===== src/include/tcr_params.svh =====
`ifndef TCR_PARAMS_SVH
`define TCR_PARAMS_SVH

// Register select indices, in pulse-count order
`define TCR_SEL_LEVEL_COARSE 3'h0
`define TCR_SEL_LEVEL_FINE 3'h1
`define TCR_SEL_GAIN_COARSE 3'h2
`define TCR_SEL_GAIN_FINE 3'h3
`define TCR_SEL_TEMP_COEFF 3'h4
`define TCR_SEL_CLAMP 3'h5
`define TCR_SEL_POLARITY 3'h6
`define TCR_SEL_LOCK 3'h7
`define TCR_SEL_LAST 3'h6

// Mode select counter values
`define TCR_MODE_NONE 2'h0
`define TCR_MODE_TRY 2'h1
`define TCR_MODE_BLOW 2'h2
`define TCR_MODE_LOCK 2'h3

// Field widths
`define TCR_W_COARSE 2
`define TCR_W_LEVEL_FINE 9
`define TCR_W_GAIN_FINE 8
`define TCR_W_TEMP_COEFF 5
`define TCR_W_FUSE_BITS 9

// Coarse codes: last legal code before wrap
`define TCR_COARSE_LAST 2'h2
`define TCR_COARSE_0 2'h0
`define TCR_COARSE_1 2'h1
`define TCR_COARSE_2 2'h2

// Temperature coefficient code map
`define TCR_TC_NEG_BIT 4
`define TCR_TC_ALIAS_FIRST 4'hC
`define TCR_TC_ALIAS_SHIFT 4'h8
`define TCR_TC_NEG_BASE 4'h1

`endif


===== src/include/tcr_pkg.sv =====
package tcr_pkg;

  typedef enum logic [1:0] {TCR_ST_INIT, TCR_ST_MODE, TCR_ST_REG, TCR_ST_BITS} tcr_phase_t;
  typedef enum logic [1:0] {TCR_RANGE_LOW, TCR_RANGE_MID, TCR_RANGE_HIGH} tcr_range_t;
  typedef enum logic [1:0] {TCR_CLAMP_NONE, TCR_CLAMP_HALF_V, TCR_CLAMP_ONE_V} tcr_clamp_t;

  typedef struct packed {
    tcr_phase_t phase;
    logic [1:0] mode;
    logic [2:0] sel;
    logic [1:0] lvl_c;
    logic [8:0] lvl_f;
    logic [1:0] gn_c;
    logic [7:0] gn_f;
    logic [4:0] tc;
    logic [1:0] clamp;
    logic pol;
    logic lock;
    tcr_range_t level_range;
    logic [8:0] fine_level;
    tcr_range_t gain_range;
    logic [7:0] fine_gain;
    logic tc_negative;
    logic [3:0] tc_step;
    tcr_clamp_t clamp_out;
    logic north_rising;
    logic locked;
    logic fuse_blow;
    logic [2:0] fuse_reg;
    logic [8:0] fuse_bits;
  } tcr_state_t;

endpackage


===== src/design/tcr_trim_decode.sv =====
// Operation
// [RQ1] Coarse level code 0 mid, 1 low, 2 high range.
// [RQ2] Coarse level, coarse gain and clamp wrap from code 2 to 0.
// [RQ3] Fine level holds codes 0 to 511 within the coarse range.
// [RQ4] Coarse gain code 0 low, 1 mid, 2 high range.
// [RQ5] Fine gain holds codes 0 to 255 within the coarse range.
// [RQ6] Coefficient code 0 initial, codes 1 to 11 positive steps.
// [RQ7] Coefficient codes 12 to 15 act as codes 4 to 7.
// [RQ8] Codes 16 to 27 negative; code 16 one step below initial.
// [RQ9] Coefficient codes 28 to 31 act as codes 20 to 23.
// [RQ10] Clamp code 0 none, 1 half volt, 2 one volt inside rails.
// [RQ11] Polarity 0 rises for south field, 1 rises for north field.
// [RQ12] Lock bit 0 unlocked, 1 locked.
// [RQ13] Mode pulse count: one trial, two fuse commit, three lock.
// [RQ14] Register pulse count picks level, gain, coefficient, clamp, polarity.
// [RQ15] Trial mode: each low pulse increments selected register by one.
// [RQ16] Entering bitfield selection clears intact bits of selected register.
// [RQ17] Fine and coefficient registers wrap to zero past all ones.
// [RQ18] Effective value ORs blown fuse bits with provisional bits.
`timescale 1ns/100ps
`include "tcr_params.svh"
module tcr_trim_decode
  import tcr_pkg::*;
(
  input wire logic i_core_clk,
  input wire logic i_resetn,
  input wire logic i_ce,
  input wire logic i_low_level_pulse,
  input wire logic i_high_level_pulse,
  input wire logic [1:0] i_fuse_lvl_c,
  input wire logic [8:0] i_fuse_lvl_f,
  input wire logic [1:0] i_fuse_gn_c,
  input wire logic [7:0] i_fuse_gn_f,
  input wire logic [4:0] i_fuse_tc,
  input wire logic [1:0] i_fuse_clamp,
  input wire logic i_fuse_pol,
  input wire logic i_fuse_lock,
  output tcr_range_t o_level_range,
  output logic [8:0] o_fine_level,
  output tcr_range_t o_gain_range,
  output logic [7:0] o_fine_gain,
  output logic o_tc_negative,
  output logic [3:0] o_tc_step,
  output tcr_clamp_t o_clamp,
  output logic o_north_rising,
  output logic o_locked,
  output logic o_fuse_blow,
  output logic [2:0] o_fuse_reg,
  output logic [8:0] o_fuse_bits
);

  tcr_state_t cur;
  tcr_state_t next_cur;
  logic [1:0] e_lvl_c;
  logic [8:0] e_lvl_f;
  logic [1:0] e_gn_c;
  logic [7:0] e_gn_f;
  logic [4:0] e_tc;
  logic [1:0] e_clamp;
  logic e_pol;
  logic e_lock;

  // Coarse increment skips code 3
  function automatic logic [1:0] inc_coarse(input logic [1:0] v);
    inc_coarse = (v >= `TCR_COARSE_LAST) ? `TCR_COARSE_0 : 2'(v + 2'h1); // RQ2
  endfunction

  // Coarse code to range; code 3 (only reachable by fuses) reads as code 0
  function automatic tcr_range_t dec_range(input logic [1:0] v, input logic gain);
    case (v)
      `TCR_COARSE_1: dec_range = gain ? TCR_RANGE_MID : TCR_RANGE_LOW;
      `TCR_COARSE_2: dec_range = TCR_RANGE_HIGH;
      default: dec_range = gain ? TCR_RANGE_LOW : TCR_RANGE_MID;
    endcase
  endfunction

  // Effective values: a blown fuse always reads one
  always_comb begin
    e_lvl_c = cur.lvl_c | i_fuse_lvl_c; // RQ18
    e_lvl_f = cur.lvl_f | i_fuse_lvl_f; // RQ18
    e_gn_c = cur.gn_c | i_fuse_gn_c;
    e_gn_f = cur.gn_f | i_fuse_gn_f;
    e_tc = cur.tc | i_fuse_tc;
    e_clamp = cur.clamp | i_fuse_clamp;
    e_pol = cur.pol | i_fuse_pol;
    e_lock = cur.lock | i_fuse_lock;
  end

  // Sequencer, provisional bits and registered decode
  always_comb begin
    logic [3:0] tc_low;
    next_cur = cur;
    tc_low = e_tc[3:0];
    next_cur.fuse_blow = 1'b0;
    case (cur.phase)
      TCR_ST_INIT: begin
        // Low pulses ignored here; a blown lock fuse keeps the sequencer in this state, later phases do not check it
        if (i_high_level_pulse && !i_fuse_lock) begin
          next_cur.phase = TCR_ST_MODE;
          next_cur.mode = `TCR_MODE_NONE;
        end
      end
      TCR_ST_MODE: begin
        if (i_low_level_pulse) begin
          next_cur.mode = 2'(cur.mode + 2'h1); // RQ13
        end else if (i_high_level_pulse && cur.mode != `TCR_MODE_NONE) begin
          if (cur.mode == `TCR_MODE_LOCK) begin
            // Lock mode has no register step
            next_cur.phase = TCR_ST_BITS; // RQ13
            next_cur.sel = `TCR_SEL_LOCK;
            next_cur.lock = 1'b0;
          end else begin
            next_cur.phase = TCR_ST_REG;
            next_cur.sel = `TCR_SEL_LEVEL_COARSE;
          end
        end
      end
      TCR_ST_REG: begin
        if (i_low_level_pulse) begin
          next_cur.sel = (cur.sel == `TCR_SEL_LAST) ? `TCR_SEL_LEVEL_COARSE
                                                    : 3'(cur.sel + 3'h1); // RQ14
        end else if (i_high_level_pulse) begin
          next_cur.phase = TCR_ST_BITS;
          // Blown bits survive because they live in the fuses
          case (cur.sel)
            `TCR_SEL_LEVEL_COARSE: next_cur.lvl_c = '0; // RQ16
            `TCR_SEL_LEVEL_FINE: next_cur.lvl_f = '0;
            `TCR_SEL_GAIN_COARSE: next_cur.gn_c = '0;
            `TCR_SEL_GAIN_FINE: next_cur.gn_f = '0;
            `TCR_SEL_TEMP_COEFF: next_cur.tc = '0; // RQ16
            `TCR_SEL_CLAMP: next_cur.clamp = '0;
            default: next_cur.pol = 1'b0;
          endcase
        end
      end
      TCR_ST_BITS: begin
        if (i_low_level_pulse) begin
          // Increment the effective code so blown bits count
          case (cur.sel)
            `TCR_SEL_LEVEL_COARSE: next_cur.lvl_c = inc_coarse(e_lvl_c); // RQ15 RQ2
            `TCR_SEL_LEVEL_FINE: next_cur.lvl_f = 9'(e_lvl_f + 9'h001); // RQ3 RQ17
            `TCR_SEL_GAIN_COARSE: next_cur.gn_c = inc_coarse(e_gn_c); // RQ2
            `TCR_SEL_GAIN_FINE: next_cur.gn_f = 8'(e_gn_f + 8'h01); // RQ5 RQ17
            `TCR_SEL_TEMP_COEFF: next_cur.tc = 5'(e_tc + 5'h01); // RQ17
            `TCR_SEL_CLAMP: next_cur.clamp = inc_coarse(e_clamp); // RQ2
            `TCR_SEL_POLARITY: next_cur.pol = ~e_pol;
            default: next_cur.lock = ~e_lock; // RQ12
          endcase
        end else if (i_high_level_pulse) begin
          next_cur.phase = TCR_ST_MODE;
          next_cur.mode = `TCR_MODE_NONE;
          // Commit modes ask for the not yet blown bits to be burnt
          if (cur.mode != `TCR_MODE_TRY) begin
            next_cur.fuse_blow = 1'b1;
            next_cur.fuse_reg = cur.sel;
            case (cur.sel)
              `TCR_SEL_LEVEL_COARSE: next_cur.fuse_bits = 9'(cur.lvl_c & ~i_fuse_lvl_c);
              `TCR_SEL_LEVEL_FINE: next_cur.fuse_bits = cur.lvl_f & ~i_fuse_lvl_f;
              `TCR_SEL_GAIN_COARSE: next_cur.fuse_bits = 9'(cur.gn_c & ~i_fuse_gn_c);
              `TCR_SEL_GAIN_FINE: next_cur.fuse_bits = 9'(cur.gn_f & ~i_fuse_gn_f);
              `TCR_SEL_TEMP_COEFF: next_cur.fuse_bits = 9'(cur.tc & ~i_fuse_tc);
              `TCR_SEL_CLAMP: next_cur.fuse_bits = 9'(cur.clamp & ~i_fuse_clamp);
              `TCR_SEL_POLARITY: next_cur.fuse_bits = 9'(cur.pol & ~i_fuse_pol);
              default: next_cur.fuse_bits = 9'(cur.lock & ~i_fuse_lock);
            endcase
          end
        end
      end
      default: next_cur.phase = TCR_ST_INIT;
    endcase
    // Decode of the effective codes, one cycle behind them
    next_cur.level_range = dec_range(e_lvl_c, 1'b0); // RQ1
    next_cur.fine_level = e_lvl_f; // RQ3
    next_cur.gain_range = dec_range(e_gn_c, 1'b1); // RQ4
    next_cur.fine_gain = e_gn_f; // RQ5
    // Alias codes fold down by eight before the step is taken
    if (tc_low >= `TCR_TC_ALIAS_FIRST) begin
      tc_low = 4'(tc_low - `TCR_TC_ALIAS_SHIFT); // RQ7 RQ9
    end
    next_cur.tc_negative = e_tc[`TCR_TC_NEG_BIT]; // RQ8
    next_cur.tc_step = e_tc[`TCR_TC_NEG_BIT] ? 4'(tc_low + `TCR_TC_NEG_BASE)
                                             : tc_low; // RQ6 RQ8
    case (e_clamp)
      `TCR_COARSE_1: next_cur.clamp_out = TCR_CLAMP_HALF_V; // RQ10
      `TCR_COARSE_2: next_cur.clamp_out = TCR_CLAMP_ONE_V;
      default: next_cur.clamp_out = TCR_CLAMP_NONE;
    endcase
    next_cur.north_rising = e_pol; // RQ11
    next_cur.locked = e_lock; // RQ12
  end

  // State register; power-up clears every provisional bit
  always_ff @(posedge i_core_clk) begin
    if (!i_resetn) begin
      cur <= '0;
    end else if (i_ce) begin
      cur <= next_cur;
    end
  end

  // Outputs straight from the state flops
  assign o_level_range = cur.level_range;
  assign o_fine_level = cur.fine_level;
  assign o_gain_range = cur.gain_range;
  assign o_fine_gain = cur.fine_gain;
  assign o_tc_negative = cur.tc_negative;
  assign o_tc_step = cur.tc_step;
  assign o_clamp = cur.clamp_out;
  assign o_north_rising = cur.north_rising;
  assign o_locked = cur.locked;
  assign o_fuse_blow = cur.fuse_blow;
  assign o_fuse_reg = cur.fuse_reg;
  assign o_fuse_bits = cur.fuse_bits;
endmodule


===== config.mk =====
export PLATFORM = sky130hd
export DESIGN_NAME = tcr_trim_decode
export DESIGN_NICKNAME = d
export VERILOG_FILES = /design/src/include/tcr_pkg.sv /design/src/design/tcr_trim_decode.sv
export VERILOG_INCLUDE_DIRS = /design/src /design/src/include
export SDC_FILE = /design/constraint.sdc
export NUM_CORES = 1
export LEC_CHECK = 0
export BUFFER_PORTS_ARGS = -buffer_cell sky130_fd_sc_hd__buf_2
export CORE_AREA = 2 2 83 116
export DETAILED_ROUTE_END_ITERATION = 8
export DIE_AREA = 0 0 85 118
export PLACE_DENSITY = 0.76
export SETUP_SLACK_MARGIN = 0.5
export SLEW_MARGIN = 0
export SYNTH_ARGS = -nofsm -noshare
export SYNTH_HDL_FRONTEND = slang
export SYNTH_SLANG_ARGS = --single-unit

===== constraint.sdc =====
create_clock -name i_core_clk -period 2.1 [get_ports i_core_clk]
set_input_delay 0.105 -clock i_core_clk [delete_from_list [all_inputs] [get_ports i_core_clk]]
set_output_delay 0.105 -clock i_core_clk [all_outputs]
set_load 0.1 [all_outputs]

# ---- Word level (Yosys, flattened, before mapping)
# Index checks and enable logic that the tools add are counted.
dict set report classes {
  n_addsub 10
  order_cmp 4
  n_eq_ne 43
  mux 53
  bitwise 27
  n_reduce_logical 24
}
# operator count
set op_table {}
lappend op_table {{$pmux W9 S7} 1}
lappend op_table {{$mux W29} 2}
lappend op_table {{$pmux W29 S2} 1}
lappend op_table {{$reduce_and A7 Y1} 8}
lappend op_table {{$mux W13} 4}
lappend op_table {{$mux W30} 1}
lappend op_table {{$mux W2} 14}
lappend op_table {{$ne A2 B2 Y1 const B} 14}
lappend op_table {{$and A2 B9 Y9} 3}
lappend op_table {{$not A2 Y9} 3}
lappend op_table {{$ne A2 B1 Y1 const B} 13}
lappend op_table {{$mux W4} 5}
lappend op_table {{$and A1 B9 Y9} 2}
lappend op_table {{$mux W9} 2}
lappend op_table {{$not A1 Y9} 2}
lappend op_table {{$mux W8} 2}
lappend op_table {{$mux W3} 5}
lappend op_table {{$eq A2 B2 Y1 const B} 6}
lappend op_table {{$pmux W2 S2} 3}
lappend op_table {{$mux W5} 2}
lappend op_table {{$reduce_and A5 Y1} 2}
lappend op_table {{$add A9 B1 Y9 const B} 1}
lappend op_table {{$and A5 B9 Y9} 1}
lappend op_table {{$and A8 B9 Y9} 1}
lappend op_table {{37 further kinds} 63}
dict set report word_totals {
  ff_bits 80
  inputBits 35
  out_inout_bits 43
  wordCells 184
}

# ---- Longest topological paths before layout
# Gate-level depths: netlist (run 1).
dict set report logic_depth {
  depth_word 7
  depth_mapped 9
  mapped_depth_nobuf 8
}

# ---- Worst setup path after synthesis (run 1)
# Ideal clock, no wire load.
dict set report synth_path {
  path_kind {register -> register}
  from {reg cur[78] (netlist name)}
  to {reg cur[45] (netlist name)}
  setup_ps 70
  t_arrival_ps 1878
  required_ps 2030
  slack_ps 152
  path_stages_with_launch 8
  n_path_buf 0
  period_less_slack_ps 1948
  cell_sequence {dfxtp_1 inv_1 ha_1 nand3b_2 a21boi_4 nand2_2 or4_1 a21oi_1}
}
dict set report synth_via {
  elab_chain_len 3
  word_cells_on_any_way 10
  cone_classes {eq/ne (7); mux (1); reduce/logical (2)}
}
# element line_no
set synth_lines {}
lappend synth_lines {{start, declared} tcr_trim_decode.sv:52} ;# tcr_state_t cur;
lappend synth_lines {{start signal, assigned} tcr_trim_decode.sv:197} ;# cur <= next_cur;
lappend synth_lines {{$eq A2 B2 Y1} tcr_trim_decode.sv:95} ;# case (cur.phase)
lappend synth_lines {{$ne A2 B1 Y1 (no line) (tied with other cells)} n/a}
lappend synth_lines {{$reduce_and A7 Y1 (no line)} n/a}
# Parallel ways exist; a longest one is shown, timed or not.
# A chain may end at the register's enable or synchronous reset.

# ---- Final worst setup path (run 1)
# Same ends and word-level chain as after synthesis.

==> results of run 1 <==
==> metrics by stage <==
stage / hold WS (ns) / area [um2] / instances / setup slack (ns) / power, mW
after floorplan: 0.272 / 4560 / 567 / 0.376 / 2.13
after global placement: 0.410 / 4730 / 694 / 0.0793 / 2.22
after detailed placement: 0.424 / 4730 / 694 / 0.0684 / 2.23
after CTS: 0.0698 / 5340 / 725 / 0.359 / 3.99
after global routing: 0.0886 / 5600 / 739 / 0.235 / 4.13
final: 0.0783 / 5600 / 739 / 0.292 / 4.01
==> worst min path at each step <==
stage	from	slack, ns	cells after the start	to
floorplan	i_fuse_pol	0.27	2	o_north_rising$_SDFFE_PN0P_
global placement	i_fuse_pol	0.41	3	o_north_rising$_SDFFE_PN0P_
detailed placement	i_fuse_pol	0.42	3	o_north_rising$_SDFFE_PN0P_
CTS	i_fuse_clamp[0]	0.07	3	cur[45]$_SDFFE_PN0P_
global route	i_fuse_clamp[0]	0.09	3	cur[45]$_SDFFE_PN0P_
finish	i_fuse_clamp[0]	0.08	3	cur[45]$_SDFFE_PN0P_
==> critical path, cell delays in order, from the launching register on <==
cell and delay [ns]:
dfxtp_4 0.38, inv_4 0.04, ha_4 0.19, nand3b_4 0.20, a21boi_4 0.26, nand2_2 0.12
or4_4 0.42, a21oi_2 0.12
==> kinds of logic after synthesis <==
| kind of cell | synth area share (%) |
|---|---|
| XOR/XNOR | 0.393 |
| adder cells (fa/ha/maj) | 3.92 |
| AO/OA/AOI/OAI | 17.7 |
| multiplexers | 5.52 |
| AND/OR/NAND/NOR | 25.7 |
| flip-flops | 35.9 |
| buffers and inverters | 10.8 |
==> power breakdown <==
| part | internal, mW | total (mW) | switching (mW) |
|---|---|---|---|
| combinational | 0.172 | 0.670 | 0.498 |
| sequential | 1.55 | 1.58 | 0.0244 |
| clock | 1.14 | 1.76 | 0.622 |
| total | 2.87 | 4.01 | 1.14 |
==> synthesized netlist by cell type (3+ instances only) <==
cell and count:
mux2_2 5, nor3_1 13, nand4_1 6, clkbuf_1 27, or2_2 4, o21ai_0 30, ha_1 14, nand2_1 57
o211ai_1 4, a22oi_1 7, nor3b_1 4, a21oi_1 37, a211oi_1 19, a21o_1 4, inv_1 20, and3b_1 3
nand2b_1 5, nand3b_1 20, o22ai_1 9, mux2i_1 19, dfxtp_1 80, a31oi_1 5, nand3_1 8, buf_4 39
nor2_1 85, o221ai_1 4, or3_1 8, nor2b_1 5
==> per-layer routing <==
metal | GRT usage, % | wire [um]
met5 | 0 | 0
met4 | 14.4 | 566
met2 | 40.2 | 6650
met1 | 26.6 | 4800
met3 | 4.28 | 778
==> what timing repair did <==
item	4_1_cts	5_1_grt
hold endpoints to repair	0	0
resized for setup	42	45
setup buffers	16	14
pin swaps	14	15
endpoints found under the setup margin	42	47
==> final cells by class <==
type | count | area, um2 | area share (%)
multi-input cells | 398 | 2690 | 48.0
flip-flops and latches | 80 | 1630 | 29.1
clock buffers | 13 | 272 | 4.85
inverters | 21 | 81.3 | 1.45
well taps | 107 | 134 | 2.39
repair buffers | 118 | 734 | 13.1
clock inverters | 2 | 60.1 | 1.07
==> results.cfg, run 1 <==
[outcome]
status = finished clean

[min_path]
hp-class = primary input to flip-flop

[synthesis]
syn-num-nets = 616
syn_inst = 567
synth_edf_count = 0
synth_area_leader_cell = dfxtp_1
synth.ff_latch_count = 80
yosysTopAreaCellShare_pct = 35.9
synth.distinct_cells = 47
synthArstFlopShare_pct = 0
ys_seq_area_share_pct = 35.9
yosys-top-cells-area = dfxtp_1 36%, nor2_1 7.1%, buf_4 6.6%
ys_warn_count = 0
yosys_most_used_dff = dfxtp_1
avgSynthCellArea_um2 = 7.87
synthesis.area_um2 = 4460

[die]
ioPinCount = 78
die_w_um = 85
rows = 41
dieArea_um2 = 10000
start_util_pct = 49.7
fp.dieH_um = 118
core_area_um2 = 8980

[global_routing]
grt_pass1_vias = 4118
grt_pass1_wl_um = 19100
grt_use_total_pct = 23.5
grt-ovfl-total = 0
antenna_found_initial = 0
grt_max_degree = 36

[clocking]
cts.htree.levels = 3
cts_tree = built
cts_root_buffer = clkbuf_16
cts_made_buffers = 9
cts.clk_slew.worst_paths_ns = 0.06
cts_hold_buf = 0
clock_latency_ns = 0.35
cts_max_path_buffers = 2
cts_sinks = 80

[detailed_routing]
drt_iter0_drc = 353
drtAntennaViolNets = 0
drtPass1Iterations = 5
drcViolationCount = 0
vias = 4410
wl_per_cell_um = 17.3
routed_via_density = 5.97
routed_wl_um = 12800

[sta]
max_slew_margin_pct = 67.6
hold_viol = 0
setup_tns_ns = 0
timing.final.crit_share_pct = 86.1
fin_skew_ns = 0.00811
worst_pin_slew_ns = 0.490
setup_viol = 0
min_period_ns = 1.81
grt_setup_unrepaired = true
maxSlewViolCount = 0
timing.fmax_mhz = 553

[place]
dp_hpwl_um = 8230
gp_congestion = 0.878
port_buffers = 77

[power]
p_per_area_nw_per_um2 = 716
vdd_drop_max_v = 0.000548
power.leakage_nw = 2.31

[worst_setup_path]
critPathArrivalTime_ns = 2.09
reg2reg_to = cur[45]$_SDFFE_PN0P_
rr_worst_depth = 7
critPathLaunchType = flip-flop
worstPathMaxFanout = 6
r2r_slack_ns = 0.29
cp-end-kind = flip-flop
regToRegStartpoint = cur[78]$_SDFFE_PN0P_
crit_end = cur[45]$_SDFFE_PN0P_
critPathRequiredTime_ns = 2.39
criticalPathCategory = flip-flop to flip-flop
critPathLaunch = cur[78]$_SDFFE_PN0P_

[finish]
nNetsFinal = 677
post_route_cells_drive_above_1_share_pct = 32.8
fillCellCount = 714
layout_commonest_cell = nor2_1
fin_util_pct = 62.4
top_register = cur
num_antenna_cells = 0
largest_reg_flops = 37
syn2layout_area_growth_pct = 25.5
final_cell_mix = 78 x nor2_1, 77 x buf_2, 69 x dfxtp_1

[run]
maxCapViolCount = 0
(Power assumes the default switching activity.)
==> inputs of run 2 (changes only) <==
Settings changed: RECOVER_POWER from default to 25.
==> run 2 against run 1 <==
Against the previous run: count of clock-buffer cells in the layout stayed put; design area fell by 0.31%; die area unchanged; sequential power about the same; combinational power barely moved; non-clock buffer count unchanged; register-to-register slack barely moved; first-iteration DRC count fell by 8.5%; maximum frequency up 0.23%; power about the same; via count up 0.32%.
==> results.cfg, run 2 (synthesized netlist as in run 1, its figures left out) <==
[sta]
fin_skew_ns = 0.00846
timing.fmax_mhz = 554
worst_slack_ns = 0.296
worst_pin_slew_ns = 1.16
grt_setup_unrepaired = true
max_slew_margin_pct = 22.7
setup_tns_ns = 0
maxSlewViolCount = 0
timing.final.crit_share_pct = 85.9
setup_viol = 0
min_period_ns = 1.80
hold_viol = 0
hold_slack_ns = 0.0766

[power]
power.leakage_nw = 2.28
vdd_drop_max_v = 0.000544
p_sw_mw = 1.14
comb_power_share_pct = 16.7
swShare_pct = 28.5
power.clock.fraction_pct = 43.9
intPower_mw = 2.87
seq_power_share_pct = 39.4
p_per_area_nw_per_um2 = 718

[die]
start_util_pct = 49.7
fp.dieH_um = 118
die_w_um = 85
dieArea_um2 = 10000
ioPinCount = 78
rows = 41
core_area_um2 = 8980

[clocking]
cts_root_buffer = clkbuf_16
clock_latency_ns = 0.35
cts_tree = built
cts.htree.levels = 3
cts_max_path_buffers = 2
cts_sinks = 80
cts_hold_buf = 0
cts_made_buffers = 9
cts.clk_slew.worst_paths_ns = 0.06

[worst_setup_path]
criticalPathCategory = flip-flop to flip-flop
crit_family = simple AND/OR/NAND/NOR gates
critPathArrivalTime_ns = 2.09
critPathRequiredTime_ns = 2.39
cp_slowest_cell = or4_4
worstSetupPathDepth = 7
worstPathMaxFanout = 6
crit_buf_inv = 1
critPathLaunchType = flip-flop
worst_path_largest_cell_delay_ns = 0.42
cp-end-kind = flip-flop
rr_worst_depth = 7
cp_cell_sequence = inv_4 > ha_4 > nand3b_4 > a21boi_4 > nand2_2 > or4_4 > a21oi_2

[finish]
layout_commonest_cell = nor2_1
final-seq-area_um2 = 1620
num_antenna_cells = 0
fillCellCount = 721
syn2layout_area_growth_pct = 25.1
nNetsFinal = 677
top_register = cur
design_area_um2 = 5580
post_route_cells_drive_above_1_share_pct = 31.5
largest_reg_flops = 37
multi_input_area_um2 = 2690
final_cell_mix = 78 x nor2_1, 73 x buf_2, 72 x dfxtp_1

[detailed_routing]
routed_via_density = 5.99
top_layer_used = met4
vias = 4424
drtAntennaViolNets = 0
drtPass1Iterations = 5
routed_wl_um = 12800
wl_met2_um = 6640
met3_wirelength_um = 759
wl_met1_um = 4840
wl_per_cell_um = 17.3
drt_iter0_drc = 323
drcViolationCount = 0

[place]
port_buffers = 77
dp_hpwl_um = 8230
pre_cts_ws_ns = 0.0684
gp_congestion = 0.878
dpl-instance-area_um2 = 4730

[global_routing]
grt-ovfl-total = 0
grt_use_total_pct = 23.5
grt_pass1_wl_um = 19100
antenna_found_initial = 0
grt_pass1_vias = 4118
grt_max_degree = 36

[run]
maxCapViolCount = 0

[outcome]
status = finished clean

[min_path]
hold_depth = 3
hp-class = primary input to flip-flop
-- run 2: through the flow --
| step | util (%) | cells | total power, mW |
|---|---|---|---|
| floorplan | - | 567 | 2.13 |
| global placement | 52.7 | 694 | 2.22 |
| detailed placement | 52.7 | 694 | 2.23 |
| CTS | 59.5 | 725 | 3.99 |
| global route | 62.2 | 739 | 4.13 |
| finish | 62.2 | 739 | 4.01 |
-- run 2: power by group through the flow --
stage	Sequential [mW]	Clock, mW	Combinational [mW]
after detailed placement	1.62	0	0.611
final	1.58	1.76	0.670
after CTS	1.58	1.77	0.645
after global placement	1.61	0	0.603
after global routing	1.58	1.84	0.706
after floorplan	1.64	0	0.490
-- run 2: layout make-up --
type | count | share of cell area (%)
Clock inverter | 2 | 1.08
Clock buffer | 13 | 4.86
Multi-Input combinational cell | 398 | 48.2
Tap cell | 107 | 2.40
Inverter | 21 | 1.46
Sequential cell | 80 | 29.1
Timing Repair Buffer | 118 | 13.0
-- run 2: timing repair --
item,CTS,global route
pin swaps,14,15
buffers inserted,16,14
endpoints found under the setup margin,42,47
resized for setup,42,45
-- run 2: worst paths after layout --
check	from	endpoint	slack, ns
max	cur[78]$_SDFFE_PN0P_	cur[45]$_SDFFE_PN0P_	0.30
min	i_fuse_gn_f[7]	cur[59]$_SDFFE_PN0P_	0.08
max reg2reg	cur[78]$_SDFFE_PN0P_	cur[45]$_SDFFE_PN0P_	0.30
min reg2reg	o_fuse_reg[2]$_SDFFE_PN0P_	o_fuse_reg[2]$_SDFFE_PN0P_	0.45
-- run 2: tightest hold or removal path: cells and delay by family --
kind	cells	cell delay, ns
compound gates	2	0.18
buf+inv	1	0.11
-- run 2: per-layer routing --
metal / track usage [%] / vias up
met3: 4.28 / 57
met4: 14.4 / 0
met1: 26.6 / 2098
li1: - / 2074
met2: 40.2 / 195
met5: 0 / -
==> inputs of run 3 (changes only) <==
Settings changed: BUFFER_PORTS_ARGS -buffer_cell sky130_fd_sc_hd__buf_2 to default, CORE_AREA 2 2 83 116 to 2 2 78 109, DIE_AREA 0 0 85 118 to 0 0 80 111, DONT_BUFFER_PORTS from default to 1.
==> run 3 against run 2 <==
Against the previous run: clock skew shrank 0.0036 ns; setup slack gained 0.0016 ns; design area grew 1.7%; sequential power is essentially flat; first-iteration DRC count shrank 9.0%; power shrank 7.4%; core utilization grew 8.7 points; sequential cell count is the same; worst hold slack lost 0.076 ns.
==> results.cfg, run 3 (synthesized netlist as in run 1, its figures left out) <==
[outcome]
status = finished clean

[global_routing]
grt_pass1_vias = 4252
grt-ovfl-total = 0
antenna_found_initial = 0
grt_pass1_wl_um = 20200
grt_use_total_pct = 29.2
grt_max_degree = 64

[detailed_routing]
vias = 4407
top_layer_used = met4
met3_wirelength_um = 1120
wl_per_cell_um = 18.9
drcViolationCount = 0
routed_wl_um = 13600
routed_via_density = 6.11
drtPass1Iterations = 5
drt_iter0_drc = 294
wl_met1_um = 4810
drtAntennaViolNets = 0
wl_met2_um = 6800

[clocking]
cts.htree.levels = 3
cts_made_buffers = 9
clock_latency_ns = 0.35
cts_sinks = 80
cts_tree = built
cts.clk_slew.worst_paths_ns = 0.06
cts_root_buffer = clkbuf_16
cts_max_path_buffers = 2

[finish]
syn2layout_area_growth_pct = 27.2
design_area_um2 = 5680
nNetsFinal = 664
fillCellCount = 575
layout_commonest_cell = nor2_1
num_antenna_cells = 0
final_cell_mix = 79 x nor2_1, 71 x dfxtp_1, 62 x buf_4
top_register = cur
instances_no_fill = 721
fin_util_pct = 70.9
largest_reg_flops = 37
post_route_cells_drive_above_1_share_pct = 27.5

[die]
fp.dieH_um = 111
ioPinCount = 78
start_util_pct = 55.8
dieArea_um2 = 8880
die_w_um = 80
core_area_um2 = 8000
rows = 39

[place]
gp_congestion = 0.881
dp_cells = 652
dp_hpwl_um = 7780
port_buffers = 0
dpl-instance-area_um2 = 4640
pre_cts_ws_ns = 0.182

[sta]
hold_viol = 0
setup_tns_ns = 0
timing.final.crit_share_pct = 85.8
max_slew_margin_pct = 16.8
worst_slack_ns = 0.297
worst_pin_slew_ns = 1.25
setup_viol = 0
hold_slack_ns = 0.00101
fin_skew_ns = 0.00482
timing.fmax_mhz = 555
maxSlewViolCount = 0
grt_setup_unrepaired = true
min_period_ns = 1.80

[worst_setup_path]
worstPathMaxFanout = 5
cp-end-kind = flip-flop
critPathLaunchType = flip-flop
critPathArrivalTime_ns = 2.08
criticalPathCategory = flip-flop to flip-flop
worst_path_largest_cell_delay_ns = 0.49
crit_buf_inv = 1
crit_family = simple AND/OR/NAND/NOR gates
cp_cell_sequence = inv_4 > ha_4 > nand3b_4 > a21boi_4 > nand2_2 > or4_4 > a21oi_2
cp_slowest_cell = or4_4
critPathRequiredTime_ns = 2.38

[power]
vdd_drop_max_v = 0.000570
power.leakage_nw = 2.23
p_per_area_nw_per_um2 = 654
p_total_mw = 3.71

[min_path]
hp-class = primary input to flip-flop

[run]
maxCapViolCount = 0
run 3: cell types whose count changed in the layout (fill, tap and decap cells not counted), moves of 3 or more:
cell and delta:
nand2_1 -4, dlygate4sd3_1 +15, buf_2 -73, buf_4 +31
a21oi_1 -3, buf_6 +6, clkbuf_1 +8, a21oi_2 +3
run 3: layer usage:
layer / vias up / global-route usage, %
met1: 2052 / 31.4
met2: 230 / 48.6
met5: - / 0
met4: 0 / 18.8
met3: 79 / 8.55
li1: 2046 / -
run 3: timing repair:
action,4_1_cts,5_1_grt
setup buffers,16,21
gates resized for setup,50,53
pin swaps,14,28
gates cloned,0,1
endpoints found under the setup margin,48,45
endpoints found under the hold margin,52,1
hold buffers,15,1
run 3: cell type report:
class	count	area (um2)	share of cell area [%]
clock inverter	3	16.3	0.287
timing repair buffer	105	837	14.7
sequential	80	1620	28.6
clock buffer	12	256	4.52
tap	102	128	2.25
multi-input combinational	398	2730	48.1
inverter	21	85.1	1.50
run 3: worst paths after layout:
kind | from | to | slack, ns | cells after the start
max | cur[78]$_SDFFE_PN0P_ | cur[45]$_SDFFE_PN0P_ | 0.30 | 7
max reg2reg | cur[78]$_SDFFE_PN0P_ | cur[45]$_SDFFE_PN0P_ | 0.30 | 7
min | i_fuse_lvl_f[7] | cur[69]$_SDFFE_PN0P_ | 0.001 | 2
min reg2reg | cur[68]$_SDFFE_PN0P_ | cur[68]$_SDFFE_PN0P_ | 0.48 | 2
run 3: where the power goes:
| group | switching, mW | internal (mW) | leakage [nW] |
|---|---|---|---|
| sequential | 0.0196 | 1.56 | 0.657 |
| clock | 0.611 | 0.855 | 0.139 |
| combinational | 0.482 | 0.190 | 1.44 |
| total | 1.11 | 2.60 | 2.23 |
